--- src/rtl/fsptm_pkg.sv ---
package fsptm_pkg;

  // widths
  localparam int FREQ_W = 16;    // frequency in 0.01 Hz units
  localparam int CODE_W = 12;    // binary setpoint code
  localparam int HALF_W = 6;     // one entered half of the code
  localparam int SW_N   = 8;     // switch inputs
  localparam int FUNC_W = 5;     // terminal function code width
  localparam int MODE_W = 4;     // setpoint source select width
  localparam int RATE_W = 16;    // ramp interval counter width

  // setpoint source modes; 5..9 are other sources, held here
  localparam logic [MODE_W-1:0] MODE_KEY_SAVE   = 4'h0;
  localparam logic [MODE_W-1:0] MODE_KEY_NOSAVE = 4'h1;
  localparam logic [MODE_W-1:0] MODE_TERM_UPDN  = 4'h2;
  localparam logic [MODE_W-1:0] MODE_TERM_MEMO  = 4'h3;
  localparam logic [MODE_W-1:0] MODE_BINARY     = 4'h4;
  localparam logic [MODE_W-1:0] MODE_LAST       = 4'h9;

  // terminal function codes
  localparam logic [FUNC_W-1:0] FUNC_UP    = 5'h0c;
  localparam logic [FUNC_W-1:0] FUNC_DOWN  = 5'h0d;
  localparam logic [FUNC_W-1:0] FUNC_CLEAR = 5'h0e;

  // binary mode pin positions inside the switch input vector, and half positions inside the code
  localparam int BIN_DATA_LSB = 0;
  localparam int BIN_STB_B    = 6;
  localparam int BIN_STB_A    = 7;
  localparam int HALF_LO_LSB  = 0;
  localparam int HALF_HI_LSB  = 6;

  // scaling: freq = highest * code / 4095, rounded to nearest
  localparam int CODE_FULL = 4095;
  localparam int CODE_HALF = 2047;

  // reset and step values
  localparam logic [FREQ_W-1:0] FREQ_ZERO = 16'h0000;
  localparam logic [FREQ_W-1:0] FREQ_STEP = 16'h0001;
  localparam logic [CODE_W-1:0] CODE_ZERO = 12'h000;
  localparam logic [RATE_W-1:0] RATE_ZERO = 16'h0000;

  typedef enum logic [1:0] {
    FSPTM_RUN,
    FSPTM_STOPPING,
    FSPTM_STOPPED
  } fsptm_drive_t;

  typedef enum logic {
    FSPTM_BOOT,
    FSPTM_LIVE
  } fsptm_phase_t;

  typedef struct packed {
    logic up;
    logic down;
    logic clear;
  } fsptm_updn_t;

  typedef struct packed {
    logic [FREQ_W-1:0] highest;
    logic [FREQ_W-1:0] upper;
    logic [FREQ_W-1:0] lower;
  } fsptm_limits_t;

endpackage

--- src/rtl/fsptm_rate_tick.sv ---
// one-cycle tick every (rate+1) cycles while enabled
module fsptm_rate_tick
  import fsptm_pkg::*;
#(
  parameter int CNT_W = RATE_W
) (
  input  wire logic             sys_clk,  // system clock
  input  wire logic             rst_b,    // sync reset, active low
  input  wire logic             run_en,   // count while high
  input  wire logic [CNT_W-1:0] rate,     // interval minus one
  output logic                  tick      // one-cycle step pulse
);

  logic [CNT_W-1:0] cnt_q;
  logic [CNT_W-1:0] cnt_d;
  logic             tick_q;
  logic             tick_d;

  // restart on every fresh press so the first step waits a full interval
  always_comb begin
    cnt_d  = cnt_q;
    tick_d = 1'b0;
    if (!run_en) begin
      cnt_d = '0;
    end else if (cnt_q >= rate) begin
      cnt_d  = '0;
      tick_d = 1'b1;
    end else begin
      cnt_d = cnt_q + CNT_W'(1);
    end
  end

  always_ff @(posedge sys_clk) begin
    if (!rst_b) begin
      cnt_q  <= '0;
      tick_q <= 1'b0;
    end else begin
      cnt_q  <= cnt_d;
      tick_q <= tick_d;
    end
  end

  assign tick = tick_q;

endmodule

--- src/rtl/fsptm_code_scale.sv ---
// registered scaling of the binary code into a frequency
module fsptm_code_scale
  import fsptm_pkg::*;
(
  input  wire logic              sys_clk,  // system clock
  input  wire logic              rst_b,    // sync reset, active low
  input  wire logic [CODE_W-1:0] code,     // 12-bit setpoint code
  input  wire logic [FREQ_W-1:0] highest,  // configured highest frequency
  output logic      [FREQ_W-1:0] freq      // scaled frequency
);

  localparam int PROD_W = FREQ_W + CODE_W;

  logic [PROD_W-1:0] prod;
  logic [PROD_W-1:0] quot;
  logic [FREQ_W-1:0] freq_q;
  logic [FREQ_W-1:0] freq_d;

  // rounding keeps 2048 -> 30.01 Hz at 60 Hz full scale; constant divisor
  always_comb begin
    prod   = PROD_W'(highest) * PROD_W'(code);
    quot   = (prod + PROD_W'(CODE_HALF)) / PROD_W'(CODE_FULL);
    freq_d = quot[FREQ_W-1:0];
  end

  always_ff @(posedge sys_clk) begin
    if (!rst_b) begin
      freq_q <= FREQ_ZERO;
    end else begin
      freq_q <= freq_d;
    end
  end

  assign freq = freq_q;

endmodule

--- src/rtl/fsptm_setpoint.sv ---
module fsptm_setpoint
  import fsptm_pkg::*;
(
  input  wire logic                         sys_clk,                        // system clock
  input  wire logic                         rst_b,                          // sync reset, low
  input  wire logic [MODE_W-1:0]            setpoint_source_select,         // source mode
  input  wire fsptm_drive_t                 drive_state,                    // run/stopping/stopped
  input  wire logic                         stop_accept,                    // stop taken, pulse
  input  wire logic                         run_start,                      // run begins, pulse
  input  wire logic                         power_fail,                     // power fail, pulse
  input  wire logic [FREQ_W-1:0]            stored_freq_setpoint,           // stored setpoint
  input  wire logic                         stored_wr,                      // setpoint written
  input  wire logic                         key_up,                         // keypad up, pulse
  input  wire logic                         key_down,                       // keypad down, pulse
  input  wire logic [RATE_W-1:0]            updown_ramp_rate,               // step interval
  input  wire fsptm_limits_t                freq_limits,                    // highest/upper/lower
  input  wire logic [SW_N-1:0]              switch_inputs_all,              // 1 = closed
  input  wire logic [SW_N-1:0][FUNC_W-1:0]  input_terminal_function_assign, // per-input function
  output logic      [FREQ_W-1:0]            present_freq,                   // present frequency
  output logic                              stored_save,                    // save strobe
  output logic      [FREQ_W-1:0]            stored_save_data,               // value to save
  output logic      [CODE_W-1:0]            setpoint_code,                  // binary code
  output logic      [SW_N-1:0]              terminal_func_en                // normal functions on
);

  fsptm_phase_t      phase_q;
  fsptm_phase_t      phase_d;
  logic [FREQ_W-1:0] freq_q;
  logic [FREQ_W-1:0] freq_d;
  logic [FREQ_W-1:0] memo_q;
  logic [FREQ_W-1:0] memo_d;
  logic              save_q;
  logic              save_d;
  logic [FREQ_W-1:0] save_data_q;
  logic [FREQ_W-1:0] save_data_d;
  logic [CODE_W-1:0] code_q;
  logic [CODE_W-1:0] code_d;
  logic [1:0]        pair_q;
  logic [1:0]        pair_d;
  logic [SW_N-1:0]   func_en_q;
  logic [SW_N-1:0]   func_en_d;
  fsptm_updn_t       term;
  logic              mode_key;
  logic              mode_term;
  logic              mode_bin;
  logic              clear_live;
  logic              step_live;
  logic              ramp_en;
  logic              ramp_tick;
  logic [FREQ_W-1:0] scaled_freq;
  logic [1:0]        pair_now;
  logic [HALF_W-1:0] bin_data;

  // saturating step inside the configured lower and upper limits
  function automatic logic [FREQ_W-1:0] step_clamp(
    input logic [FREQ_W-1:0] cur,
    input logic              up,
    input fsptm_limits_t     lim
  );
    logic [FREQ_W:0] nxt;
    nxt = '0;
    if (up) begin
      nxt = {1'b0, cur} + {1'b0, FREQ_STEP};
    end else if (cur > FREQ_STEP) begin
      nxt = {1'b0, cur - FREQ_STEP};
    end
    if (nxt > {1'b0, lim.upper}) begin
      nxt = {1'b0, lim.upper};
    end
    if (nxt < {1'b0, lim.lower}) begin
      nxt = {1'b0, lim.lower};
    end
    return nxt[FREQ_W-1:0];
  endfunction

  // mode decode; values above 9 fall into the hold branch
  always_comb begin
    mode_key  = (setpoint_source_select == MODE_KEY_SAVE) ||
                (setpoint_source_select == MODE_KEY_NOSAVE);
    mode_term = (setpoint_source_select == MODE_TERM_UPDN) ||
                (setpoint_source_select == MODE_TERM_MEMO);
    mode_bin  = (setpoint_source_select == MODE_BINARY);
  end

  // terminal function decode; the user must map codes 12/13/14
  always_comb begin
    term = '0;
    for (int i = 0; i < SW_N; i++) begin
      if (input_terminal_function_assign[i] == FUNC_UP) begin
        term.up = term.up | switch_inputs_all[i];
      end
      if (input_terminal_function_assign[i] == FUNC_DOWN) begin
        term.down = term.down | switch_inputs_all[i];
      end
      if (input_terminal_function_assign[i] == FUNC_CLEAR) begin
        term.clear = term.clear | switch_inputs_all[i];
      end
    end
  end

  // which terminals count in the present drive state
  always_comb begin
    clear_live = mode_term && (drive_state != FSPTM_STOPPED ||
                 setpoint_source_select == MODE_TERM_MEMO);
    step_live  = mode_term && (drive_state == FSPTM_RUN);
    ramp_en    = step_live && !term.clear && (term.up ^ term.down);
  end

  // interval timer for held up/down terminals
  fsptm_rate_tick #(
    .CNT_W (RATE_W)
  ) u_rate (
    .sys_clk (sys_clk),
    .rst_b   (rst_b),
    .run_en  (ramp_en),
    .rate    (updown_ramp_rate),
    .tick    (ramp_tick)
  );

  // code to frequency, one register stage
  fsptm_code_scale u_scale (
    .sys_clk (sys_clk),
    .rst_b   (rst_b),
    .code    (code_q),
    .highest (freq_limits.highest),
    .freq    (scaled_freq)
  );

  // binary entry: closed switch is 1, open is 0
  always_comb begin
    pair_now = {switch_inputs_all[BIN_STB_A], switch_inputs_all[BIN_STB_B]};
    bin_data = switch_inputs_all[BIN_DATA_LSB +: HALF_W];
  end

  // capture on entry to a split strobe state; equal levels only hold
  always_comb begin
    pair_d = pair_now;
    code_d = code_q;
    if (mode_bin && pair_now != pair_q) begin
      if (pair_now == 2'b10) begin
        code_d[HALF_HI_LSB +: HALF_W] = bin_data;
      end else if (pair_now == 2'b01) begin
        code_d[HALF_LO_LSB +: HALF_W] = bin_data;
      end
    end
  end

  // the code register clears at power-up so binary mode starts at zero
  always_ff @(posedge sys_clk) begin
    if (!rst_b) begin
      pair_q <= 2'b00;
      code_q <= CODE_ZERO;
    end else begin
      pair_q <= pair_d;
      code_q <= code_d;
    end
  end

  // present frequency, memo and power-fail save
  always_comb begin
    phase_d     = FSPTM_LIVE;
    freq_d      = freq_q;
    memo_d      = memo_q;
    save_d      = 1'b0;
    save_data_d = save_data_q;
    case (phase_q)
      FSPTM_BOOT: begin
        // first cycle after reset: power-up load
        if (mode_key) begin
          freq_d = stored_freq_setpoint;
        end else begin
          freq_d = FREQ_ZERO;
        end
      end
      FSPTM_LIVE: begin
        if (mode_key) begin
          // stored setpoint is only an input; keys never write it back
          if (stored_wr) begin
            freq_d = stored_freq_setpoint;
          end else if (key_up && !key_down) begin
            freq_d = step_clamp(freq_q, 1'b1, freq_limits);
          end else if (key_down && !key_up) begin
            freq_d = step_clamp(freq_q, 1'b0, freq_limits);
          end
          if (power_fail && setpoint_source_select == MODE_KEY_SAVE) begin
            save_d      = 1'b1;
            save_data_d = freq_q;
          end
        end else if (mode_term) begin
          if (clear_live && term.clear) begin
            freq_d = FREQ_ZERO;
          end else if (ramp_tick && step_live) begin
            freq_d = step_clamp(freq_q, term.up, freq_limits);
          end
          if (setpoint_source_select == MODE_TERM_MEMO) begin
            if (stop_accept) begin
              memo_d = freq_q;
            end
            if (run_start) begin
              freq_d = memo_q;
            end
          end
        end else if (mode_bin) begin
          freq_d = scaled_freq;
        end
      end
      default: begin
        phase_d = FSPTM_BOOT;
      end
    endcase
  end

  always_ff @(posedge sys_clk) begin
    if (!rst_b) begin
      phase_q     <= FSPTM_BOOT;
      freq_q      <= FREQ_ZERO;
      memo_q      <= FREQ_ZERO;
      save_q      <= 1'b0;
      save_data_q <= FREQ_ZERO;
    end else begin
      phase_q     <= phase_d;
      freq_q      <= freq_d;
      memo_q      <= memo_d;
      save_q      <= save_d;
      save_data_q <= save_data_d;
    end
  end

  // binary mode takes all eight inputs away from their normal functions
  always_comb begin
    func_en_d = mode_bin ? '0 : '1;
  end

  always_ff @(posedge sys_clk) begin
    if (!rst_b) begin
      func_en_q <= '1;
    end else begin
      func_en_q <= func_en_d;
    end
  end

  assign present_freq     = freq_q;
  assign stored_save      = save_q;
  assign stored_save_data = save_data_q;
  assign setpoint_code    = code_q;
  assign terminal_func_en = func_en_q;

endmodule

--- config.mk ---
export PLATFORM = sky130hd
export DESIGN_NAME = fsptm_setpoint
export DESIGN_NICKNAME = d
export VERILOG_FILES = /design/src/rtl/fsptm_pkg.sv /design/src/rtl/fsptm_rate_tick.sv /design/src/rtl/fsptm_code_scale.sv /design/src/rtl/fsptm_setpoint.sv
export SDC_FILE = /design/constraint.sdc
export NUM_CORES = 1
export LEC_CHECK = 0
export BUFFER_PORTS_ARGS = -buffer_cell sky130_fd_sc_hd__buf_4
export CORE_MARGIN = 2
export CORE_UTILIZATION = 55
export CTS_CLUSTER_DIAMETER = 150
export CTS_CLUSTER_SIZE = 10
export DETAILED_ROUTE_END_ITERATION = 16
export PLACE_DENSITY = 0.74
export SLEW_MARGIN = 20
export SYNTH_ARGS = -nofsm -noshare
export SYNTH_HDL_FRONTEND = slang
export SYNTH_HIERARCHICAL = 1
export SYNTH_SLANG_ARGS = --single-unit
--- constraint.sdc ---
create_clock -name sys_clk -period 22.5 [get_ports sys_clk]
set_clock_uncertainty 0.2 [all_clocks]
set_input_delay 2.25 -clock sys_clk [delete_from_list [all_inputs] [get_ports sys_clk]]
set_output_delay 2.25 -clock sys_clk [all_outputs]
set_load 0.02 [all_outputs]
==> impl_metrics.env, run 1 <==
export IMPL_syn_area_um2=23000
export IMPL_grt_ovfl_total=0
export IMPL_die_w_um=208
export IMPL_hold_class="reg2reg"
export IMPL_p_leak_uw=0.0108
export IMPL_dr_pass1_iters=8
export IMPL_antenna_found_initial=3
export IMPL_crit_fanout=13
export IMPL_die_y_um=208
export IMPL_vias_per_cell=6.57
export IMPL_cts_sinks=98
export IMPL_layout_setup_ws_ps=794
export IMPL_cp_start_kind="input pin"
export IMPL_row_count=74
export IMPL_grt_max_degree=94
export IMPL_grt_pass1_vias=23100
export IMPL_pre_cts_ws_ps=-397
export IMPL_path_buf_inv=5
export IMPL_maxCapViolations=0
export IMPL_wl_per_cell_um=21.4
export IMPL_synth_distinct_cells=133
export IMPL_synth_async_sr_flop_share=0
export IMPL_avgSynthCellArea_um2=7.64
export IMPL_coreArea_um2=41000
export IMPL_num_io_pins=195
export IMPL_timing_fmax_mhz=46.1
export IMPL_synth_edf_count=0
export IMPL_hpwl_um=62500
export IMPL_drcViolationCount=0
export IMPL_start_util=0.560
export IMPL_grt_first_pass_wirelength_um=124000
export IMPL_ant_nets=0
export IMPL_vias=23800
export IMPL_design_area_um2=25200
export IMPL_synth_area_leaders="fa_1 13%, ha_1 10%, dfxtp_1 8.5%, nand2_1 5.9%, inv_1 4.3%"
export IMPL_clk_pin_slew_worst_paths_ps=70
export IMPL_hold_violations=0
export IMPL_grtUsageTotal=0.351
export IMPL_cts_root_buf="clkbuf_16"
export IMPL_place_congestion=1.02
export IMPL_cp_slowest_cell="or4b_1"
export IMPL_num_nets_final=3564
export IMPL_layout_commonest_cell="nand2_1"
export IMPL_crit_arrival_ps=21760
export IMPL_cellPowerDensity_nw_per_um2=35.8
export IMPL_dpl_cell_area_um2=24500
export IMPL_status="finished clean"
export IMPL_cts_htree_levels=3
export IMPL_peakVddDrop_mv=0.0373
export IMPL_syn_nets=3485
export IMPL_yosysTopAreaCellShare=0.130
export IMPL_numPortBuffers=194
export IMPL_die_area_um2=43400
export IMPL_yosys_warnings=6
export IMPL_clkLatencyLatePin_ps=370
export IMPL_worstMarginPinSlew_ps=1070
export IMPL_setup_viol=0
export IMPL_synthCells=3008
export IMPL_cts_tree="built"
export IMPL_max_stage_delay_ps=720
export IMPL_slew_limit_headroom=0.283
export IMPL_cts_buffers=9
export IMPL_hold_buffers=0
export IMPL_drt_total_wl_um=77600
export IMPL_yosysSeqAreaShare=0.0854
export IMPL_synth_main_ff_cell="dfxtp_1"
export IMPL_period_minus_slack_ps=21710
export IMPL_drive_gt1_frac=0.137
export IMPL_clockBufferDepth=2
export IMPL_finalPower_uw=901
export IMPL_tns_ps=0
export IMPL_cp_required_ps=22550
export IMPL_post_route_period_util=0.965
export IMPL_path_common_cell="fa_1"
export IMPL_crit_family="simple AND/OR/NAND/NOR gates"
export IMPL_final_cell_mix="360 x nand2_1, 261 x inv_1, 218 x buf_4"
export IMPL_synth_top_area_cell="fa_1"
export IMPL_area_delta_synth_final_pct=9.51
export IMPL_drtIter0Drc=2287
export IMPL_criticalPathCategory="in2reg"
export IMPL_worstSetupEndpointType="flop"
export IMPL_slew_viol_final=0
export IMPL_whs_ps=268
export IMPL_ys_ff_latch=98
routing by layer:
layer | vias to the layer above | global-route usage | routed length [µm]
met3 | 206 | 0.0385 | 5230
li1 | 11100 | - | -
met1 | 11500 | 0.455 | 32300
met2 | 1092 | 0.603 | 37000
met5 | - | 0 | 30
met4 | 4 | 0.125 | 3080
flip-flops by register name, summed over array words and instances (netlist names):
| signal | cells |
|---|---|
| terminal_func_en | 1 |
| memo_q | 16 |
| pair_q | 2 |
| stored_save_data | 16 |
| u_rate/tick | 1 |
| present_freq | 16 |
| phase_q | 1 |
| u_scale/freq | 16 |
| stored_save | 1 |
| u_rate/cnt_q | 16 |
| setpoint_code | 12 |
cell families after synthesis:
kind of cell,Yosys count,synth area share
flip-flops,98,0.0854
adder cells (fa/ha/maj),338,0.232
XOR/XNOR,111,0.0426
multiplexers,96,0.0456
AO/OA/AOI/OAI,761,0.243
AND/OR/NAND/NOR,1192,0.279
buffers and inverters,412,0.0725
layout make-up:
class	instances	area (µm²)
diodes	1	2.50
clock buffers	10	239
clock inverters	6	105
fillers	3786	15900
inverters	261	980
multi-input cells	2498	19600
flip-flops and latches	98	1960
well taps	532	666
repair buffers	219	1640
path summary, 6_finish.rpt:
check | cells past startpoint | from | end | slack, ps
setup / recovery | 61 | freq_limits[37] | u_scale/freq[0] | 790
hold / removal | 2 | memo_q[12] | memo_q[12] | 270
setup reg to reg | 59 | setpoint_code[2] | u_scale/freq[0] | 2090
hold reg to reg | 2 | memo_q[12] | memo_q[12] | 270
worst min-delay path, cell delays in order (launching register included):
cell,delay [ps]
dfxtp_1,310
nand2_1,50
a21boi_0,60
synthesized netlist by cell type (37+ instances only):
cell type	number
clkbuf_1	97
nand3_1	96
nand4_1	68
dfxtp_1	98
xnor2_1	73
and2_1	132
a21oi_1	140
o21ai_0	108
and3_1	43
nand2_1	360
nor3_1	53
fa_1	149
nor2_1	167
xor2_1	37
a31oi_1	46
inv_1	261
mux2_2	48
mux2i_1	43
nor2b_1	44
a21boi_0	50
ha_1	186
power by group:
part           switching, µW  internal (µW)  leakage [µW]
logic                    330            200       0.00986
registers               12.4            177      0.000793
clock network           78.3            103      0.000168
through the flow:
| stage | utilization | instances |
|---|---|---|
| 5_1_grt | 0.613 | 3625 |
| 2_1_floorplan | - | 3008 |
| 4_1_cts | 0.607 | 3615 |
| 3_3_place_gp | 0.598 | 3599 |
| 3_5_place_dp | 0.598 | 3599 |
| 6_report | 0.613 | 3625 |
timing repair:
| item | CTS | global route |
|---|---|---|
| resized for setup | 1 | 44 |
| buffers inserted | 0 | 9 |
| endpoints found under the hold margin | 0 | 0 |
| pin swaps | 0 | 6 |
| setup endpoints to repair | 1 | 2 |
No activity file was read; power rests on OpenSTA's default activity.
==> run 2: changes to the inputs <==
Settings changed: CORE_UTILIZATION 55 to 60, PLACE_DENSITY 0.74 to 0.8.
==> run 2 against run 1 <==
  * Clock power decreased by 12%
  * Highest routed layer unchanged
  * Routed wire length fell by 3.0%
  * Die area decreased by 8.2%
  * Total power decreased by 3.2%
  * Count of clock-buffer cells in the layout is 1 lower
  * Setup slack improved by 41 ps
  * Design area is 0.38% lower
  * Worst hold slack hardly changed
  * Sequential share of layout area about the same
  * Register-to-register slack got worse by 40 ps
  * Core utilization grew 5.2 points
  * Critical endpoint unchanged
  * Critical path type unchanged
==> impl_metrics.env, run 2 (synthesis results as in run 1) <==
export IMPL_drcViolationCount=0
export IMPL_clkPwrFrac=0.184
export IMPL_worstSetupEndpointType="flop"
export IMPL_max_stage_delay_ps=690
export IMPL_timing_fmax_mhz=46.2
export IMPL_maxCapViolations=0
export IMPL_cts_buffers=9
export IMPL_regToRegStartpoint="setpoint_code[8]"
export IMPL_use_met2=0.628
export IMPL_cp_required_ps=22560
export IMPL_hold_class="reg2reg"
export IMPL_swShare=0.478
export IMPL_layout_setup_ws_ps=835
export IMPL_num_nets_final=3560
export IMPL_area_delta_synth_final_pct=9.09
export IMPL_antenna_found_initial=2
export IMPL_criticalPathCategory="in2reg"
export IMPL_die_area_um2=39900
export IMPL_hold_start="memo_q[5]"
export IMPL_busiest_layer="met2"
export IMPL_pwr_share_seq=0.215
export IMPL_ant_nets=0
export IMPL_worstMarginPinSlew_ps=1100
export IMPL_dpl_cell_area_um2=24500
export IMPL_clkLatencyLatePin_ps=360
export IMPL_rr_endpoint="u_scale/freq[0]"
export IMPL_layout_commonest_cell="nand2_1"
export IMPL_die_w_um=200
export IMPL_period_minus_slack_ps=21660
export IMPL_cts_tree="built"
export IMPL_numPortBuffers=194
export IMPL_row_count=71
export IMPL_slew_limit_headroom=0.265
export IMPL_place_congestion=1.05
export IMPL_combinationalPowerShare=0.601
export IMPL_holdPathEnd="memo_q[5]"
export IMPL_hold_buffers=0
export IMPL_cts_root_buf="clkbuf_16"
export IMPL_pre_cts_ws_ps=-114
export IMPL_drtIter0Drc=2533
export IMPL_grt_first_pass_wirelength_um=119000
export IMPL_die_y_um=200
export IMPL_setup_viol=0
export IMPL_post_route_period_util=0.963
export IMPL_peakVddDrop_mv=0.0332
export IMPL_status="finished clean"
export IMPL_cts_htree_levels=3
export IMPL_grt_max_degree=55
export IMPL_dr_pass1_iters=6
export IMPL_wl_per_cell_um=20.9
export IMPL_reg2regPathDepth=62
export IMPL_coreArea_um2=37700
export IMPL_cellPowerDensity_nw_per_um2=34.8
export IMPL_met1_usage=0.484
export IMPL_crit_arrival_ps=21720
export IMPL_grt_pass1_vias=22900
export IMPL_grtUsageMet3=0.0429
export IMPL_cp_slowest_cell="or4_1"
export IMPL_drt_total_wl_um=75300
export IMPL_hold_violations=0
export IMPL_hpwl_um=60700
export IMPL_intPower_uw=455
export IMPL_clk_pin_slew_worst_paths_ps=80
export IMPL_design_area_um2=25100
export IMPL_slew_viol_final=0
export IMPL_p_leak_uw=0.0108
export IMPL_cp_start_kind="input pin"
export IMPL_ff2ff_setup_slack_ps=2050
export IMPL_crit_fanout=13
export IMPL_vias=24000
export IMPL_num_io_pins=195
export IMPL_power_net_switching_uw=417
export IMPL_whs_ps=268
export IMPL_vias_per_cell=6.66
export IMPL_grt_ovfl_total=0
export IMPL_clockBufferDepth=2
export IMPL_grtUsageTotal=0.374
export IMPL_start_util=0.610
export IMPL_whs_path_depth=2
export IMPL_final_cell_mix="360 x nand2_1, 261 x inv_1, 215 x buf_4"
export IMPL_drive_gt1_frac=0.136
export IMPL_cts_sinks=98
-- run 2: cell count changes in the layout (fill, tap and decap cells not counted), moves of 2 or more --
cell	before	now
buf_4	218	215
a2111oi_0	4	2
a211oi_1	27	29
a211oi_2	5	3
bufinv_16	2	0
clkinv_4	0	2
inv_8	1	3
nor4_1	31	33
nor4_2	5	3
-- run 2: area by class of cell --
cell class / count / area, µm²
Clock inverter: 7 / 76.3
Multi-Input combinational cell: 2498 / 19600
Antenna cell: 1 / 2.50
Tap cell: 511 / 639
Timing Repair Buffer: 215 / 1610
Clock buffer: 9 / 225
Sequential cell: 98 / 1960
Inverter: 261 / 980
Fill cell: 3291 / 12600
-- run 2: worst max path at each step --
stage,start,endpoint,cells after the start
2_1_floorplan,freq_limits[40],u_scale/freq[0],71
3_3_place_gp,freq_limits[36],u_scale/freq[0],62
3_5_place_dp,freq_limits[36],u_scale/freq[0],62
4_1_cts,freq_limits[36],u_scale/freq[0],62
5_1_grt,freq_limits[40],u_scale/freq[0],63
6_report,freq_limits[43],u_scale/freq[0],63
-- run 2: power groups by stage --
| stage | Clock, µW | Sequential [µW] | Combinational (µW) |
|---|---|---|---|
| global placement | 0 | 191 | 490 |
| detailed placement | 0 | 191 | 499 |
| CTS | 162 | 187 | 501 |
| finish | 160 | 188 | 524 |
| global route | 168 | 188 | 567 |
| floorplan | 0 | 185 | 363 |
-- run 2: per-stage QoR --
stage	setup TNS, ps	instances	utilization	total power [µW]
after floorplan	0	3008	-	549
after detailed placement	-114	3577	0.651	690
after global placement	0	3577	0.651	681
after CTS	0	3593	0.659	850
final	0	3600	0.665	872
after global routing	-75.0	3600	0.665	922
-- run 2: per-layer routing --
metal	vias up	wire length, µm
met4	2	3340
met5	-	13
met1	11400	30600
met2	1242	35300
met3	222	5950
li1	11100	-
-- run 2: critical path: cells and delay by family --
family,cells,cell delay (ps)
AO/OA/AOI/OAI,20,5320
XOR/XNOR,2,610
adder cells (fa/ha/maj),7,3290
buffers and inverters,7,690
multiplexers,3,1300
AND/OR/NAND/NOR,24,8230
-- run 2: repair_timing --
action,CTS,global route
gates resized for setup,0,42
setup endpoints to repair,0,2
setup buffers,0,6
endpoints found under the hold margin,0,0
